`src/core/README_unused.sv`:
```
`timescale 1ns/1ps
`default_nettype none
`default_nettype wire

```
`src/core/tap_pkg.sv`:
```
// How it works
// - Controller walks the sixteen standard states on each sampled TCK rise using TMS.
// - Only TCK, TMS, TDI, TDO; power-on reset puts the controller in Test-Logic-Reset.
// - Shared pin carries the key signal in Test-Logic-Reset, otherwise TDO.
// - IR states shift the instruction register; DR states shift the selected register.
// - Three-bit instruction register, no parity, captures 101.
// - Codes 000 and 001 put the boundary chain in the serial path.
// - Code 010 puts the 32-bit identification register in the path.
// - Codes 100 to 111 select the one-bit bypass register.
// - After reset the identification register, not bypass, is selected.
// - Identification word: version, part number, maker code, bit zero one.
// - Maker field holds only the seven low maker bits, no parity.
// - Code 011 selects the 8-bit test-mode register: shift and update, no capture.
// - Test-mode register cleared on power-on reset.
// - Boundary chain is 38 cells at the pins.
// - Input cell captures pin, shifts, ignores update.
// - Output cell captures, shifts, and copies capture stage to update stage on update.
// - Under EXTEST and CLAMP pins follow update stages, under HIGHZ enables are off, otherwise system values.
// - Four cells steer group output enables between system and scanned values.
// - Pixel clock pin uses one input cell plus one enable cell.
package tap_pkg;
  localparam int N_IN = 13;
  localparam int N_OUT = 21;
  localparam int N_EN = 4;
  localparam int N_BSR = N_IN + N_OUT + N_EN;
  localparam int OUT_LSB = N_IN;
  localparam int EN_LSB = N_IN + N_OUT;
  localparam int PIX_CELL = 0;
  localparam int PIX_EN_GRP = 0;
  localparam int IR_W = 3;
  localparam int ID_W = 32;
  localparam int TM_W = 8;
  localparam logic [IR_W-1:0] IR_CAPTURE = 3'h5;
  localparam logic [IR_W-1:0] OP_EXTEST = 3'h0;
  localparam logic [IR_W-1:0] OP_SAMPLE = 3'h1;
  localparam logic [IR_W-1:0] OP_IDCODE = 3'h2;
  localparam logic [IR_W-1:0] OP_TESTMODE = 3'h3;
  localparam logic [IR_W-1:0] OP_HIGHZ = 3'h4;
  localparam logic [IR_W-1:0] OP_CLAMP = 3'h6;
  localparam logic [TM_W-1:0] TM_RESET = 8'h00;
  localparam logic ID_FIXED_LSB = 1'h1;
  localparam logic [3:0] ID_BANK = 4'h0;

  typedef enum logic [3:0] {
    TLR = 4'hf, RTI = 4'hc, SEL_DR = 4'h7, CAP_DR = 4'h6,
    SH_DR = 4'h2, EX1_DR = 4'h1, PA_DR = 4'h3, EX2_DR = 4'h0,
    UPD_DR = 4'h5, SEL_IR = 4'h4, CAP_IR = 4'he, SH_IR = 4'ha,
    EX1_IR = 4'h9, PA_IR = 4'hb, EX2_IR = 4'h8, UPD_IR = 4'hd
  } tap_state_e;

  typedef enum logic [1:0] {
    SEL_BSR = 2'h0, SEL_ID = 2'h1, SEL_BYP = 2'h2, SEL_TM = 2'h3
  } dr_sel_e;

  typedef struct packed {
    logic tck;
    logic tms;
    logic tdi;
  } jtag_s;

  typedef struct packed {
    logic [N_EN-1:0] oe;
    logic [N_OUT-1:0] dout;
  } out_pins_s;
endpackage

```
`src/core/tap_sync.sv`:
```
`timescale 1ns/1ps
`default_nettype none
module tap_sync
  import tap_pkg::*;
#(
  parameter logic INIT = 1'h0
)
(
  input wire logic i_sys_clk,
  input wire logic i_rst_n,
  input wire logic i_async,
  output logic o_level
);
  typedef struct packed {
    logic s1;
    logic s2;
    logic s3;
    logic lvl;
  } sync_regs_s;

  sync_regs_s r;
  sync_regs_s next_r;

  // Level moves only when the second and third stages agree
  always_comb
  begin
    next_r.s1 = i_async;
    next_r.s2 = r.s1;
    next_r.s3 = r.s2;
    next_r.lvl = (r.s2 == r.s3) ? r.s2 : r.lvl;
  end

  always_ff @(posedge i_sys_clk or negedge i_rst_n)
  begin
    if (!i_rst_n)
      r <= {INIT, INIT, INIT, INIT};
    else
      r <= next_r;
  end

  assign o_level = r.lvl;
endmodule
`default_nettype wire

```
`src/core/boundary_cell.sv`:
```
`timescale 1ns/1ps
`default_nettype none
module boundary_cell
  import tap_pkg::*;
#(
  parameter bit HAS_UPDATE = 1'b0
)
(
  input wire logic i_sys_clk,
  input wire logic i_rst_n,
  input wire logic i_capture,
  input wire logic i_shift,
  input wire logic i_update,
  input wire logic i_sys,
  input wire logic i_scan,
  output logic o_cap,
  output logic o_upd
);
  typedef struct packed {
    logic cap;
    logic upd;
  } cell_regs_s;

  cell_regs_s r;
  cell_regs_s next_r;

  always_comb
  begin
    next_r = r;
    if (i_capture)
      next_r.cap = i_sys;
    else if (i_shift)
      next_r.cap = i_scan;
    if (i_update && HAS_UPDATE)
      next_r.upd = r.cap;
  end

  always_ff @(posedge i_sys_clk or negedge i_rst_n)
  begin
    if (!i_rst_n)
      r <= '0;
    else
      r <= next_r;
  end

  assign o_cap = r.cap;
  assign o_upd = r.upd;
endmodule
`default_nettype wire

```
`src/core/boundary_scan_tap.sv`:
```
`timescale 1ns/1ps
`default_nettype none
module boundary_scan_tap
  import tap_pkg::*;
#(
  parameter logic [3:0] ID_VERSION = 4'h2,
  parameter logic [15:0] ID_PART = 16'h1234,
  parameter logic [6:0] ID_MAKER = 7'h15
)
(
  input wire logic i_sys_clk,
  input wire logic i_rst_n,
  input wire jtag_s i_jtag,
  input wire logic i_alpha,
  output logic o_key_tdo_pin,
  output logic o_key_tdo_oe,
  input wire logic [N_IN-2:0] i_pin_in,
  input wire out_pins_s i_sys,
  output out_pins_s o_pins,
  input wire logic i_pixel_clock_pin_in,
  input wire logic i_pixel_clock_sys,
  output logic o_pixel_clock_pin_out,
  output logic o_pixel_clock_pin_oe,
  output logic [TM_W-1:0] o_test_mode
);
  // ID_VERSION, ID_PART and ID_MAKER defaults are arbitrary values
  localparam logic [ID_W-1:0] ID_VALUE = {ID_VERSION, ID_PART, ID_BANK, ID_MAKER, ID_FIXED_LSB};

  typedef struct packed {
    tap_state_e st;
    logic [IR_W-1:0] ir_sh;
    logic [IR_W-1:0] ir;
    logic byp;
    logic [ID_W-1:0] id_sh;
    logic [TM_W-1:0] tm_sh;
    logic [TM_W-1:0] tm;
    logic tdo;
    logic tdo_en;
    logic tck_d;
  } tap_regs_s;

  tap_regs_s r;
  tap_regs_s next_r;

  logic tck;
  logic tms;
  logic tdi;
  logic rise;
  logic fall;
  dr_sel_e sel;
  logic dr_out;
  logic bsr_capture;
  logic bsr_shift;
  logic bsr_update;
  logic scan_drive;
  logic [N_BSR-1:0] bsr_sys;
  logic [N_BSR-1:0] bsr_cap;
  logic [N_BSR-1:0] bsr_upd;
  logic [N_BSR-1:0] bsr_chain_in;

  // ==========================================================
  // Pin sampling
  // ==========================================================
  // TMS idles high so a quiet port stays in reset
  tap_sync #(.INIT(1'h0)) u_sync_tck
  (
    .i_sys_clk(i_sys_clk),
    .i_rst_n(i_rst_n),
    .i_async(i_jtag.tck),
    .o_level(tck)
  );

  tap_sync #(.INIT(1'h1)) u_sync_tms
  (
    .i_sys_clk(i_sys_clk),
    .i_rst_n(i_rst_n),
    .i_async(i_jtag.tms),
    .o_level(tms)
  );

  tap_sync #(.INIT(1'h0)) u_sync_tdi
  (
    .i_sys_clk(i_sys_clk),
    .i_rst_n(i_rst_n),
    .i_async(i_jtag.tdi),
    .o_level(tdi)
  );

  // TMS and TDI share the TCK latency, so they are stable at the found edge
  assign rise = tck && !r.tck_d;
  assign fall = !tck && r.tck_d;

  // ==========================================================
  // Controller
  // ==========================================================
  function automatic tap_state_e tap_next(input tap_state_e s, input logic m);
    unique case (s)
      TLR: tap_next = m ? TLR : RTI;
      RTI: tap_next = m ? SEL_DR : RTI;
      SEL_DR: tap_next = m ? SEL_IR : CAP_DR;
      CAP_DR: tap_next = m ? EX1_DR : SH_DR;
      SH_DR: tap_next = m ? EX1_DR : SH_DR;
      EX1_DR: tap_next = m ? UPD_DR : PA_DR;
      PA_DR: tap_next = m ? EX2_DR : PA_DR;
      EX2_DR: tap_next = m ? UPD_DR : SH_DR;
      UPD_DR: tap_next = m ? SEL_DR : RTI;
      SEL_IR: tap_next = m ? TLR : CAP_IR;
      CAP_IR: tap_next = m ? EX1_IR : SH_IR;
      SH_IR: tap_next = m ? EX1_IR : SH_IR;
      EX1_IR: tap_next = m ? UPD_IR : PA_IR;
      PA_IR: tap_next = m ? EX2_IR : PA_IR;
      EX2_IR: tap_next = m ? UPD_IR : SH_IR;
      UPD_IR: tap_next = m ? SEL_IR : RTI;
    endcase
  endfunction

  // Bypass owns every code with the top bit set
  always_comb
  begin
    if (r.ir == OP_EXTEST || r.ir == OP_SAMPLE)
      sel = SEL_BSR;
    else if (r.ir == OP_IDCODE)
      sel = SEL_ID;
    else if (r.ir == OP_TESTMODE)
      sel = SEL_TM;
    else
      sel = SEL_BYP;
  end

  always_comb
  begin
    unique case (sel)
      SEL_BSR: dr_out = bsr_cap[0];
      SEL_ID: dr_out = r.id_sh[0];
      SEL_BYP: dr_out = r.byp;
      SEL_TM: dr_out = r.tm_sh[0];
    endcase
  end

  always_comb
  begin
    next_r = r;
    next_r.tck_d = tck;
    if (rise)
    begin
      next_r.st = tap_next(r.st, tms);
      if (r.st == CAP_IR)
        next_r.ir_sh = IR_CAPTURE;
      if (r.st == SH_IR)
        next_r.ir_sh = {tdi, r.ir_sh[IR_W-1:1]};
      if (r.st == CAP_DR && sel == SEL_BYP)
        next_r.byp = 1'b0;
      if (r.st == CAP_DR && sel == SEL_ID)
        next_r.id_sh = ID_VALUE;
      if (r.st == SH_DR)
      begin
        // Test-mode shifter has no capture, so it returns the last word
        unique case (sel)
          SEL_BSR: ;
          SEL_ID: next_r.id_sh = {tdi, r.id_sh[ID_W-1:1]};
          SEL_BYP: next_r.byp = tdi;
          SEL_TM: next_r.tm_sh = {tdi, r.tm_sh[TM_W-1:1]};
        endcase
      end
    end
    if (fall)
    begin
      // TDO changes on the falling edge, half a TCK ahead of the sampler
      next_r.tdo_en = (r.st == SH_IR) || (r.st == SH_DR);
      next_r.tdo = (r.st == SH_IR) ? r.ir_sh[0] : dr_out;
      if (r.st == UPD_IR)
        next_r.ir = r.ir_sh;
      // Loading it may wedge the chip; nothing here blocks the tester
      if (r.st == UPD_DR && sel == SEL_TM)
        next_r.tm = r.tm_sh;
    end
    if (r.st == TLR)
      next_r.ir = OP_IDCODE;
  end

  // Power-on reset is the only reset: no test reset pin exists
  always_ff @(posedge i_sys_clk or negedge i_rst_n)
  begin
    if (!i_rst_n)
    begin
      r <= '0;
      r.st <= TLR;
      r.ir <= OP_IDCODE;
      r.tm <= TM_RESET;
      r.tm_sh <= TM_RESET;
    end
    else
      r <= next_r;
  end

  // ==========================================================
  // Boundary chain
  // ==========================================================
  assign bsr_capture = rise && r.st == CAP_DR && sel == SEL_BSR;
  assign bsr_shift = rise && r.st == SH_DR && sel == SEL_BSR;
  assign bsr_update = fall && r.st == UPD_DR && sel == SEL_BSR;
  assign bsr_sys = {i_sys.oe, i_sys.dout, i_pin_in, i_pixel_clock_pin_in};
  assign bsr_chain_in = {tdi, bsr_cap[N_BSR-1:1]};

  for (genvar i = 0; i < N_BSR; i++)
  begin : g_cell
    boundary_cell #(.HAS_UPDATE(i >= OUT_LSB)) u_cell
    (
      .i_sys_clk(i_sys_clk),
      .i_rst_n(i_rst_n),
      .i_capture(bsr_capture),
      .i_shift(bsr_shift),
      .i_update(bsr_update),
      .i_sys(bsr_sys[i]),
      .i_scan(bsr_chain_in[i]),
      .o_cap(bsr_cap[i]),
      .o_upd(bsr_upd[i])
    );
  end

  // ==========================================================
  // Pin muxes
  // ==========================================================
  assign scan_drive = (r.ir == OP_EXTEST) || (r.ir == OP_CLAMP);

  always_comb
  begin
    o_pins.dout = scan_drive ? bsr_upd[EN_LSB-1:OUT_LSB] : i_sys.dout;
    if (r.ir == OP_HIGHZ)
      o_pins.oe = '0;
    else if (scan_drive)
      o_pins.oe = bsr_upd[N_BSR-1:EN_LSB];
    else
      o_pins.oe = i_sys.oe;
  end

  // Pixel clock data has no output cell, only its group enable is scanned
  assign o_pixel_clock_pin_out = i_pixel_clock_sys;
  assign o_pixel_clock_pin_oe = o_pins.oe[PIX_EN_GRP];

  // Board hazard: chips fed from this pin cannot be scanned through it in reset
  assign o_key_tdo_pin = (r.st == TLR) ? i_alpha : r.tdo;
  assign o_key_tdo_oe = (r.st == TLR) || r.tdo_en;
  assign o_test_mode = r.tm;
endmodule
`default_nettype wire

```
`config.mk`:
```
export PLATFORM = sky130hd
export DESIGN_NAME = boundary_scan_tap
export DESIGN_NICKNAME = d
export VERILOG_FILES = /design/src/core/README_unused.sv /design/src/core/tap_pkg.sv /design/src/core/tap_sync.sv /design/src/core/boundary_cell.sv /design/src/core/boundary_scan_tap.sv
export SDC_FILE = /design/constraint.sdc
export NUM_CORES = 1
export LEC_CHECK = 0
export BUFFER_PORTS_ARGS = -buffer_cell sky130_fd_sc_hd__buf_2
export CELL_PAD_IN_SITES_DETAIL_PLACEMENT = 1
export CELL_PAD_IN_SITES_GLOBAL_PLACEMENT = 2
export CORE_MARGIN = 4
export CORE_UTILIZATION = 43
export DETAILED_ROUTE_END_ITERATION = 10
export GPL_ROUTABILITY_DRIVEN = 0
export PLACE_DENSITY_LB_ADDON = 0.1
export SYNTH_ARGS = -nofsm -noshare
export SYNTH_HDL_FRONTEND = slang
export SYNTH_SLANG_ARGS = --single-unit
```
`constraint.sdc`:
```
create_clock -name i_sys_clk -period 3.26 [get_ports i_sys_clk]
set_input_delay 0.163 -clock i_sys_clk [delete_from_list [all_inputs] [get_ports i_sys_clk]]
set_output_delay 0.163 -clock i_sys_clk [all_outputs]
set_load 0.02 [all_outputs]
```
Word level (Yosys, flattened, before mapping) --
Index checks and enable logic that the tools add are counted.
Word-level totals: flip-flop bits (word level) 137, output and inout port bits 37, logic and storage cells 252
Cells by class: eq/ne operators 26, mux-type cells 110, reduce and logical (&&, ||, !) cells 31
Operators with widths (number):
- $mux 1 | 82
- $mux 32 | 2
- $pmux 4 s13 | 1
- $mux 41 | 1
- $eq 4x4->1 const B | 8
- $mux 3 | 9
- $mux 21 | 1
- $eq 4x3->1 const B | 4
- $mux 2 | 8
- $mux 4 | 4
- $logic_and 1x1->1 | 11
- $eq 4x2->1 const B | 2
- $mux 8 | 1
- $reduce_bool 2->1 | 4
- $eq 3x2->1 const B | 2
- $eq 3x3->1 const B | 2
- $reduce_and 2->1 | 3
- $reduce_or 2->1 | 3
- $eq 2x2->1 const B | 2
- $eq 4x1->1 const B | 1
- $logic_not 4->1 | 1
- $logic_or 1x1->1 | 4
- $pmux 1 s4 | 1
- $eq 1x1->1 | 3
- 6 further kinds | 7

Depth between registers and ports, before layout --
Gate-level depths: netlist (run 1).
depth after elaboration 9, depth in mapped cells 6, depth with buffers taken out 3

Modules after synthesis --
Synthesis (run 1) repeated with hierarchy kept, for this count alone.
Second synthesis, totals: cell total of the unflattened synthesis 553, area total of the unflattened synthesis 6392.4 um^2
Modules (own cells, without submodules):
- boundary_scan_tap | times used 1, cells an instance 310, area an instance 3241.9 um^2, seq. area each 1557.7 um^2
- boundary_cell at g_cell[13].u_cell ... | times used 25, cells an instance 6, area an instance 83.8 um^2, seq. area each 50.0 um^2
- boundary_cell at g_cell[0].u_cell ... | times used 13, cells an instance 6, area an instance 55.1 um^2, seq. area each 25.0 um^2
- tap_sync at u_sync_tck ... | times used 2, cells an instance 5, area an instance 111.4 um^2, seq. area each 100.1 um^2
- tap_sync at u_sync_tms | times used 1, cells an instance 5, area an instance 116.4 um^2, seq. area each 105.1 um^2

Least setup slack after synthesis (run 1) --
No wires, ideal clock.
path kind reg-to-reg, start register r[60] (netlist bit), end register g_cell[0].u_cell.r (netlist bit g_cell[0].u_cell.o_cap), setup time 0.125 ns, data arrival time 1.675 ns, data required time 3.135 ns, setup slack 1.460 ns, cell stages (with the launch flop) 5, path buffers 2, path through dfstp_2 buf_2 clkbuf_1 mux2_2 mux2_2
On the way: cells in the longest elaborated chain, start to end 4, elaborated cells on any way between the ends 8, classes of those cells eq/ne (2); mux (1); reduce/logical (5)
Ends and longest elaborated chain:
- start: declaration | RTL line boundary_scan_tap.sv:42 | tap_regs_s r;
- start signal: assignment | RTL line boundary_scan_tap.sv:193 | r <= next_r;
- $eq 4x3->1 or $eq 4x2->1 (tied branches) | RTL line boundary_scan_tap.sv:199, boundary_scan_tap.sv:200
- $logic_and 1x1->1 (on tied branches) (2 in series) | RTL line boundary_scan_tap.sv:199, boundary_scan_tap.sv:200
- $mux 1 or $reduce_bool 2->1 (tied branches)
- end signal: assignment | RTL line boundary_cell.sv:43 | r <= next_r;
- end: declaration | RTL line boundary_cell.sv:24 | cell_regs_s r;
Several ways; a longest one is shown, not always the timed one. A chain may end at the register's enable or synchronous reset.

Final worst setup path (run 1) --
start register r[59] (netlist bit), end register g_cell[36].u_cell.r (netlist bit g_cell[36].u_cell.o_cap)
On the way: cells in the longest elaborated chain, start to end 4, elaborated cells on any way between the ends 8, classes of those cells eq/ne (2); mux (1); reduce/logical (5)
Ends and longest elaborated chain (RTL line):
- $eq 4x3->1 or $eq 4x2->1 (tied branches) | boundary_scan_tap.sv:199, boundary_scan_tap.sv:200
- $logic_and 1x1->1 (on tied branches) (2 in series) | boundary_scan_tap.sv:199, boundary_scan_tap.sv:200
- $mux 1 or $reduce_bool 2->1 (tied branches)
- end signal: assignment | boundary_cell.sv:43
- end: declaration | boundary_cell.sv:24
Several ways; a longest one is shown, not always the timed one.

==> metrics.cfg, run 1 <==
[status]
status = finished, final reports clean

[min_path]
hold_class = input port to flip-flop

[synthesis]
synthFlopType = dfrtp_1
postSynthCellCount = 467
ys_warn_count = 0
yosysUniqueCellTypes = 46
syn-cell-area_um2 = 6350
netlist.area_leader.share_pct = 50.5
synth_common_cells = mux2_2, dfrtp_1, nor2_1, nor2b_1, mux2_1
synth_edf_count = 0
ys_ff_latch = 137
synth-seq-area-share_pct = 54.2
synth_most_common_cell = mux2_2
synth_nets = 512
yosys.area.top_type = dfrtp_1
async_flop_share_pct = 100
synthTopCellsByArea = dfrtp_1, mux2_2, dfstp_2
syn_area_per_cell_um2 = 13.6

[finish]
area_growth_pct = 19.2
nFillCells = 1462
nets = 584
multiInputGateArea_um2 = 2630
drive_gt1_share_pct = 50.5
antenna_cells = 0
seqCellArea_um2 = 3440

[drt]
vias = 3838
ant_nets = 0
drc = 0
wl_um = 12700
via_per_inst = 5.21
first_iter_violations = 186
routedWlPerCell_um = 17.2
dr.pass1.iters = 4

[worst_setup_path]
crit_chain = nand4bb_1 -> nor4_4 -> buf_4 -> mux2_2
path_class = flip-flop to flip-flop
cp.required_ns = 3.55
cp_slowest_cell = dfstp_2
cp_data_arrival_time_ns = 2.76
crit_path_max_incr_delay_ns = 0.66
path_max_fanout = 38
worst-path-buf-inv = 1
start_kind = flip-flop
crit_path_end_kind = flip-flop
crit_family = simple AND/OR/NAND/NOR gates

[placed_design]
dp_hpwl_um = 8200
pre_cts_ws_ns = 0.775
io_buffer_count = 79

[floorplanning]
dieWidth_um = 129
core_area_um2 = 14500
dieArea_um2 = 16800
start_util_pct = 43.8
die_h_um = 129
rows = 44
ios = 82

[clock_tree]
tritoncts = built
cts_htree_levels = 4
cts_setup_buffers = 0
hold_buffers = 4
cts_made_buffers = 17
cts_root_buf = clkbuf_16
clk_latency_ns = 0.41
cts_num_sinks = 137
max-clock-path-buffers = 2
clk_pin_slew_worst_paths_ns = 0.06
postCtsResizedCells = 0

[sta]
rsz0062_at_grt = false
min_period_ns = 2.47
setup_viol = 0
finalMaxSlewViolations = 0
fin_ws_ns = 0.787
slew_headroom_pct = 37.0
tns_ns = 0
worst_slew_pin_slew_ns = 0.943
fmax_mhz = 404
skew_ns = 0.00954
finalHoldViolCount = 0
period_share_pct = 75.9

[power_and_ir_drop]
p_leak_nw = 3.64
peakVddDrop_v = 0.000429
powerDensity_nw_per_um2 = 894
power_mw = 6.76

[global_routing]
grt_pass1_wl_um = 21500
grt_start_max_net_pins = 83
antenna_found_initial = 1
grt.overflow.total = 0
grt_util_all_layers_pct = 16.3
first_global_vias = 4173

[flow_run]
max-cap-violations = 0

## registers in the layout (all words and copies together) (netlist names), 2 cells and up
name                 cells
o_test_mode              8
r                       54
g_cell.u_cell.o_upd     25
g_cell.u_cell.o_cap     38
u_sync_tms.next_r        2
u_sync_tdi.next_r        2
u_sync_tck.next_r        2
## per-layer routing
layer | track usage [%] | up-vias | wire length, um
met4 | 4.65 | 2 | 149
li1 | - | 1788 | -
met2 | 26.7 | 62 | 6260
met3 | 5.44 | 15 | 599
met1 | 20.6 | 1971 | 5640
met5 | 0 | - | 7
## path summary, 6_finish.rpt
check	startpoint	cells past startpoint	slack, ns	endpoint
max	r[59]$_DFFE_PN1P_	4	0.79	g_cell[36].u_cell.o_cap$_DFFE_PN0P_
min	i_sys[24]	3	0.08	g_cell[37].u_cell.o_cap$_DFFE_PN0P_
max reg2reg	r[59]$_DFFE_PN1P_	4	0.79	g_cell[36].u_cell.o_cap$_DFFE_PN0P_
min reg2reg	u_sync_tms.next_r[2]$_DFF_PN1_	0	0.36	u_sync_tms.next_r[1]$_DFF_PN1_
max in group asynchronous	i_rst_n	3	2.07	g_cell[28].u_cell.o_cap$_DFFE_PN0P_
min in group asynchronous	i_rst_n	2	0.37	o_test_mode[3]$_DFFE_PN0P_
## logic make-up after synthesis
family,synth area share [%]
DFF,54.2
buffers and inverters,4.44
adders and majority gates,0.473
AOI/OAI and AO/OA,3.45
and+or+nand+nor,7.14
muxes,30.3
## per-stage QoR
step	area, um^2	cells	util [%]	hold slack [ns]
CTS	7560	736	52.2	0.0659
global placement	6820	700	47.1	0.257
floorplan	6350	467	-	-0.133
global route	7560	736	52.2	0.0922
detailed placement	6820	700	47.1	0.268
finish	7560	736	52.2	0.0846
## cell usage in the layout, fill, tap and decap left out, types with 4 or more instances in the layout
cell             n
mux2_2         145
dfrtp_1        128
buf_2           78
nor2b_1         21
nor2_1          21
clkbuf_16       17
mux2_1          16
inv_1           14
mux2i_1         11
o21ai_0         10
dfstp_2          9
bufinv_16        8
buf_4            8
nand2b_1         6
a22o_1           6
a21oi_1          5
nand2_1          4
clkinv_2         4
dlygate4sd3_1    4
## area by class of cell
cell class / instances / share of cell area [%]
clock buffers: 18 / 5.68
clock inverters: 14 / 3.64
inverters: 14 / 0.695
multi-input cells: 278 / 34.8
flip-flops and latches: 137 / 45.5
well taps: 184 / 3.04
repair buffers: 91 / 6.63
## power by group
part | total [mW] | leakage (nW) | internal (mW) | switching, mW
sequential | 2.57 | 1.80 | 2.20 | 0.366
combinational | 1.90 | 1.51 | 0.937 | 0.960
clock | 2.30 | 0.340 | 1.58 | 0.713
total | 6.76 | 3.64 | 4.72 | 2.04
## worst reg2reg max path: cells and delay by family, from the launching register on
family | cells | cell delay [ns]
multiplexers | 1 | 0.40
AND/OR/NAND/NOR | 2 | 0.78
buffers and inverters | 1 | 0.51
flip-flops | 1 | 0.66
Power figures use the tool's default switching activity.
==> run 2: changes to the inputs <==
--- a/config.mk
+++ b/config.mk
@@ -9,7 +9,7 @@
 export CELL_PAD_IN_SITES_DETAIL_PLACEMENT = 1
 export CELL_PAD_IN_SITES_GLOBAL_PLACEMENT = 2
 export CORE_MARGIN = 4
-export CORE_UTILIZATION = 43
+export CORE_UTILIZATION = 36
 export DETAILED_ROUTE_END_ITERATION = 10
 export GPL_ROUTABILITY_DRIVEN = 0
 export PLACE_DENSITY_LB_ADDON = 0.1
==> constraint.sdc (replaced) <==
create_clock -name i_sys_clk -period 2 [get_ports i_sys_clk]
set_input_delay 0.1 -clock i_sys_clk [delete_from_list [all_inputs] [get_ports i_sys_clk]]
set_output_delay 0.1 -clock i_sys_clk [all_outputs]
set_load 0.02 [all_outputs]
==> run 2 against run 1 <==
The flow now finishes with violations (setup timing). Critical path depth grew 2. Register-to-register slack worse by 0.68 ns. Core utilization down 6.1 points. Sequential power rose by 60%. Clock-buffer cell count stayed put. Die area grew 18%. Final area up 5.5%. Worst hold slack worse by 0.052 ns. Clock power up 38%. Total power increased by 69%. Global-route usage decreased by 0.84 points. Largest cell class unchanged.
==> metrics.cfg, run 2 (same netlist as run 1, synthesis figures left out) <==
[status]
status = finished, violations left  ; was finished, final reports clean
violations = setup timing

[clock_tree]
cts_made_buffers = 17  ; unchanged
max-clock-path-buffers = 2  ; unchanged
clk_latency_ns = 0.42  ; was 0.41 ns
cts_num_sinks = 137  ; unchanged
tritoncts = built  ; unchanged
cts_htree_levels = 4  ; unchanged
cts_root_buf = clkbuf_16  ; unchanged
clk_pin_slew_worst_paths_ns = 0.06  ; about the same

[sta]
min_period_ns = 2.12
fin_ws_ns = -0.125  ; was 0.787 ns
worst_slew_pin_slew_ns = 0.432  ; was 0.943 ns
slew_headroom_pct = 71.2  ; was 37.0%
finalHoldViolCount = 0  ; unchanged
skew_ns = 0.00778  ; was 0.00954 ns
setup_viol = 24  ; was 0
period_share_pct = 106
fmax_mhz = 471
finalMaxSlewViolations = 0  ; unchanged
rsz0062_at_grt = true  ; was false

[global_routing]
grt.overflow.total = 0  ; unchanged
grt_pass1_wl_um = 24100  ; was 21,500 um
antenna_found_initial = 0  ; was 1
grt_start_max_net_pins = 79  ; was 83
grt_util_all_layers_pct = 15.4  ; was 16.3%
first_global_vias = 4442  ; was 4,173

[flow_run]
max-cap-violations = 0  ; unchanged

[finish]
drive_gt1_share_pct = 54.3  ; was 50.5%
final_common_cell = mux2_2  ; unchanged
final_cell_mix = mux2_2, dfrtp_1, buf_2  ; unchanged
nFillCells = 1786  ; was 1,462
largest_register = r  ; unchanged
nets = 600  ; was 584
area_growth_pct = 25.7  ; was 19.2%
multiInputGateArea_um2 = 2700  ; was 2630 um^2
seqCellArea_um2 = 3440  ; about the same
largest_register_ffs = 54  ; unchanged
layout.cells.non_filler = 793  ; was 736

[floorplanning]
start_util_pct = 36.7  ; was 43.8%
rows = 48  ; was 44
ios = 82  ; unchanged
dieArea_um2 = 19800  ; was 16,800 um^2
die_h_um = 141  ; was 129 um
core_area_um2 = 17300  ; was 14,500 um^2
dieWidth_um = 141  ; was 129 um

[drt]
first_iter_violations = 146  ; was 186
wl_um = 14100  ; was 12,700 um
ant_nets = 0  ; unchanged
vias = 3913  ; was 3,838
dr.pass1.iters = 4  ; unchanged
via_per_inst = 4.93  ; was 5.21
routedWlPerCell_um = 17.8  ; was 17.2 um
drc = 0  ; unchanged

[min_path]
hold_start = i_pin_in[10]  ; was i_sys[24]
min_to = g_cell[11].u_cell.o_cap$_DFFE_PN0P_  ; was g_cell[37].u_cell.o_cap$_DFFE_PN0P_
holdPathStages = 3  ; unchanged
hold_class = input port to flip-flop  ; unchanged

[worst_setup_path]
cp_data_arrival_time_ns = 2.02  ; was 2.76 ns
start_kind = flip-flop  ; unchanged
cp.required_ns = 1.90  ; was 3.55 ns
crit_path_end_kind = primary output  ; was flip-flop
r2r-start = r[59]$_DFFE_PN1P_  ; unchanged
cp_slowest_cell = dfstp_2  ; unchanged
crit_chain = nor2b_4 -> nor3_4 -> buf_12 -> buf_16 -> mux2_1 -> buf_6  ; was nand4bb_1 -> nor4_4 -> buf_4 -> mux2_2
reg2regPathDepth = 5  ; was 4
r2r_end = g_cell[30].u_cell.o_cap$_DFFE_PN0P_  ; was g_cell[36].u_cell.o_cap$_DFFE_PN0P_
path_class = flip-flop to primary output  ; was flip-flop to flip-flop
crit_path_max_incr_delay_ns = 0.57  ; was 0.66 ns
path_max_fanout = 12  ; was 38
r2r_setup_slack_ns = 0.11  ; was 0.79 ns

[placed_design]
io_buffer_count = 79  ; unchanged
pre_cts_ws_ns = 0.115  ; was 0.775 ns
dp_hpwl_um = 8870  ; was 8200 um
dp_cells = 747  ; was 700

[power_and_ir_drop]
power.switching_mw = 3.63  ; was 2.04 mW
clock_power_share_pct = 27.7  ; was 34.0%
powerDensity_nw_per_um2 = 1440  ; was 894 nW/um^2
combPwrFrac_pct = 36.5  ; was 28.1%
cell_internal_pwr_mw = 7.83  ; was 4.72 mW
sw_frac_of_total_pct = 31.7  ; was 30.2%
power_frac_seq_pct = 35.9  ; was 38.0%
peakVddDrop_v = 0.000695  ; was 0.000429 V
p_leak_nw = 3.81  ; was 3.64 nW

-- run 2: power groups by stage --
stage | logic [mW] | clock network (mW) | registers (mW)
after detailed placement | 3.33 | 0 | 4.23
after global placement | 3.24 | 0 | 4.21
final | 4.18 | 3.17 | 4.11
after global routing | 4.56 | 3.39 | 4.23
after CTS | 4.17 | 3.25 | 4.12
after floorplan | 2.54 | 0 | 3.92
-- run 2: how the worst max path moves through the flow --
stage                           start                                  end  slack, ns  cells past startpoint
floorplan           r[60]$_DFFE_PN1P_  g_cell[24].u_cell.o_cap$_DFFE_PN0P_       0.20                      4
global placement    r[59]$_DFFE_PN1P_   g_cell[8].u_cell.o_cap$_DFFE_PN0P_       0.16                      5
detailed placement  r[59]$_DFFE_PN1P_  g_cell[10].u_cell.o_cap$_DFFE_PN0P_       0.11                      5
CTS                 r[53]$_DFFE_PN1P_                           o_pins[15]      -0.17                      6
global route        r[53]$_DFFE_PN1P_                           o_pins[17]      -0.20                      6
finish              r[53]$_DFFE_PN1P_                           o_pins[17]      -0.12                      6
-- run 2: area by class of cell --
cell class,instances,share of cell area (%)
Clock buffer,18,5.51
Antenna cell,1,0.0314
Multi-Input combinational cell,278,33.8
Tap cell,225,3.53
Inverter,14,0.659
Sequential cell,137,43.2
Clock inverter,13,1.93
Timing Repair Buffer,107,11.4
-- run 2: stage by stage --
stage / hold slack [ns] / power, mW / area [um^2] / setup TNS (ns) / util, %
after floorplan: -0.196 / 6.47 / 6350 / 0 / -
after global placement: -0.0105 / 7.45 / 7010 / 0 / 40.6
after detailed placement: -0.0120 / 7.55 / 7010 / 0 / 40.6
after CTS: 0.0151 / 11.5 / 7940 / -3.18 / 45.9
after global routing: 0.0291 / 12.2 / 7980 / -3.88 / 46.1
final: 0.0329 / 11.5 / 7980 / -2.10 / 46.1
-- run 2: timing repair --
item | CTS | global route
setup endpoints to repair | 27 | 27
setup buffers | 5 | 3
cloned | 3 | 0
hold buffers | 4 | 0
pin swaps | 1 | 2
resized for setup | 50 | 7
endpoints found under the hold margin | 138 | 0
-- run 2: routing by layer --
metal  global-route usage, %  routed length [um]  up-vias
met5                       0                   0        -
met1                    20.0                6450     2003
met2                    24.3                6710       64
met4                    5.35                 224        0
met3                    5.16                 719       21
li1                        -                   -     1825
-- run 2: worst max-delay path: cells and delay by family, from the launching register on --
family | cells | cell delay [ns]
simple gates | 2 | 0.24
buf+inv | 3 | 0.45
mux | 1 | 0.33
flops | 1 | 0.57
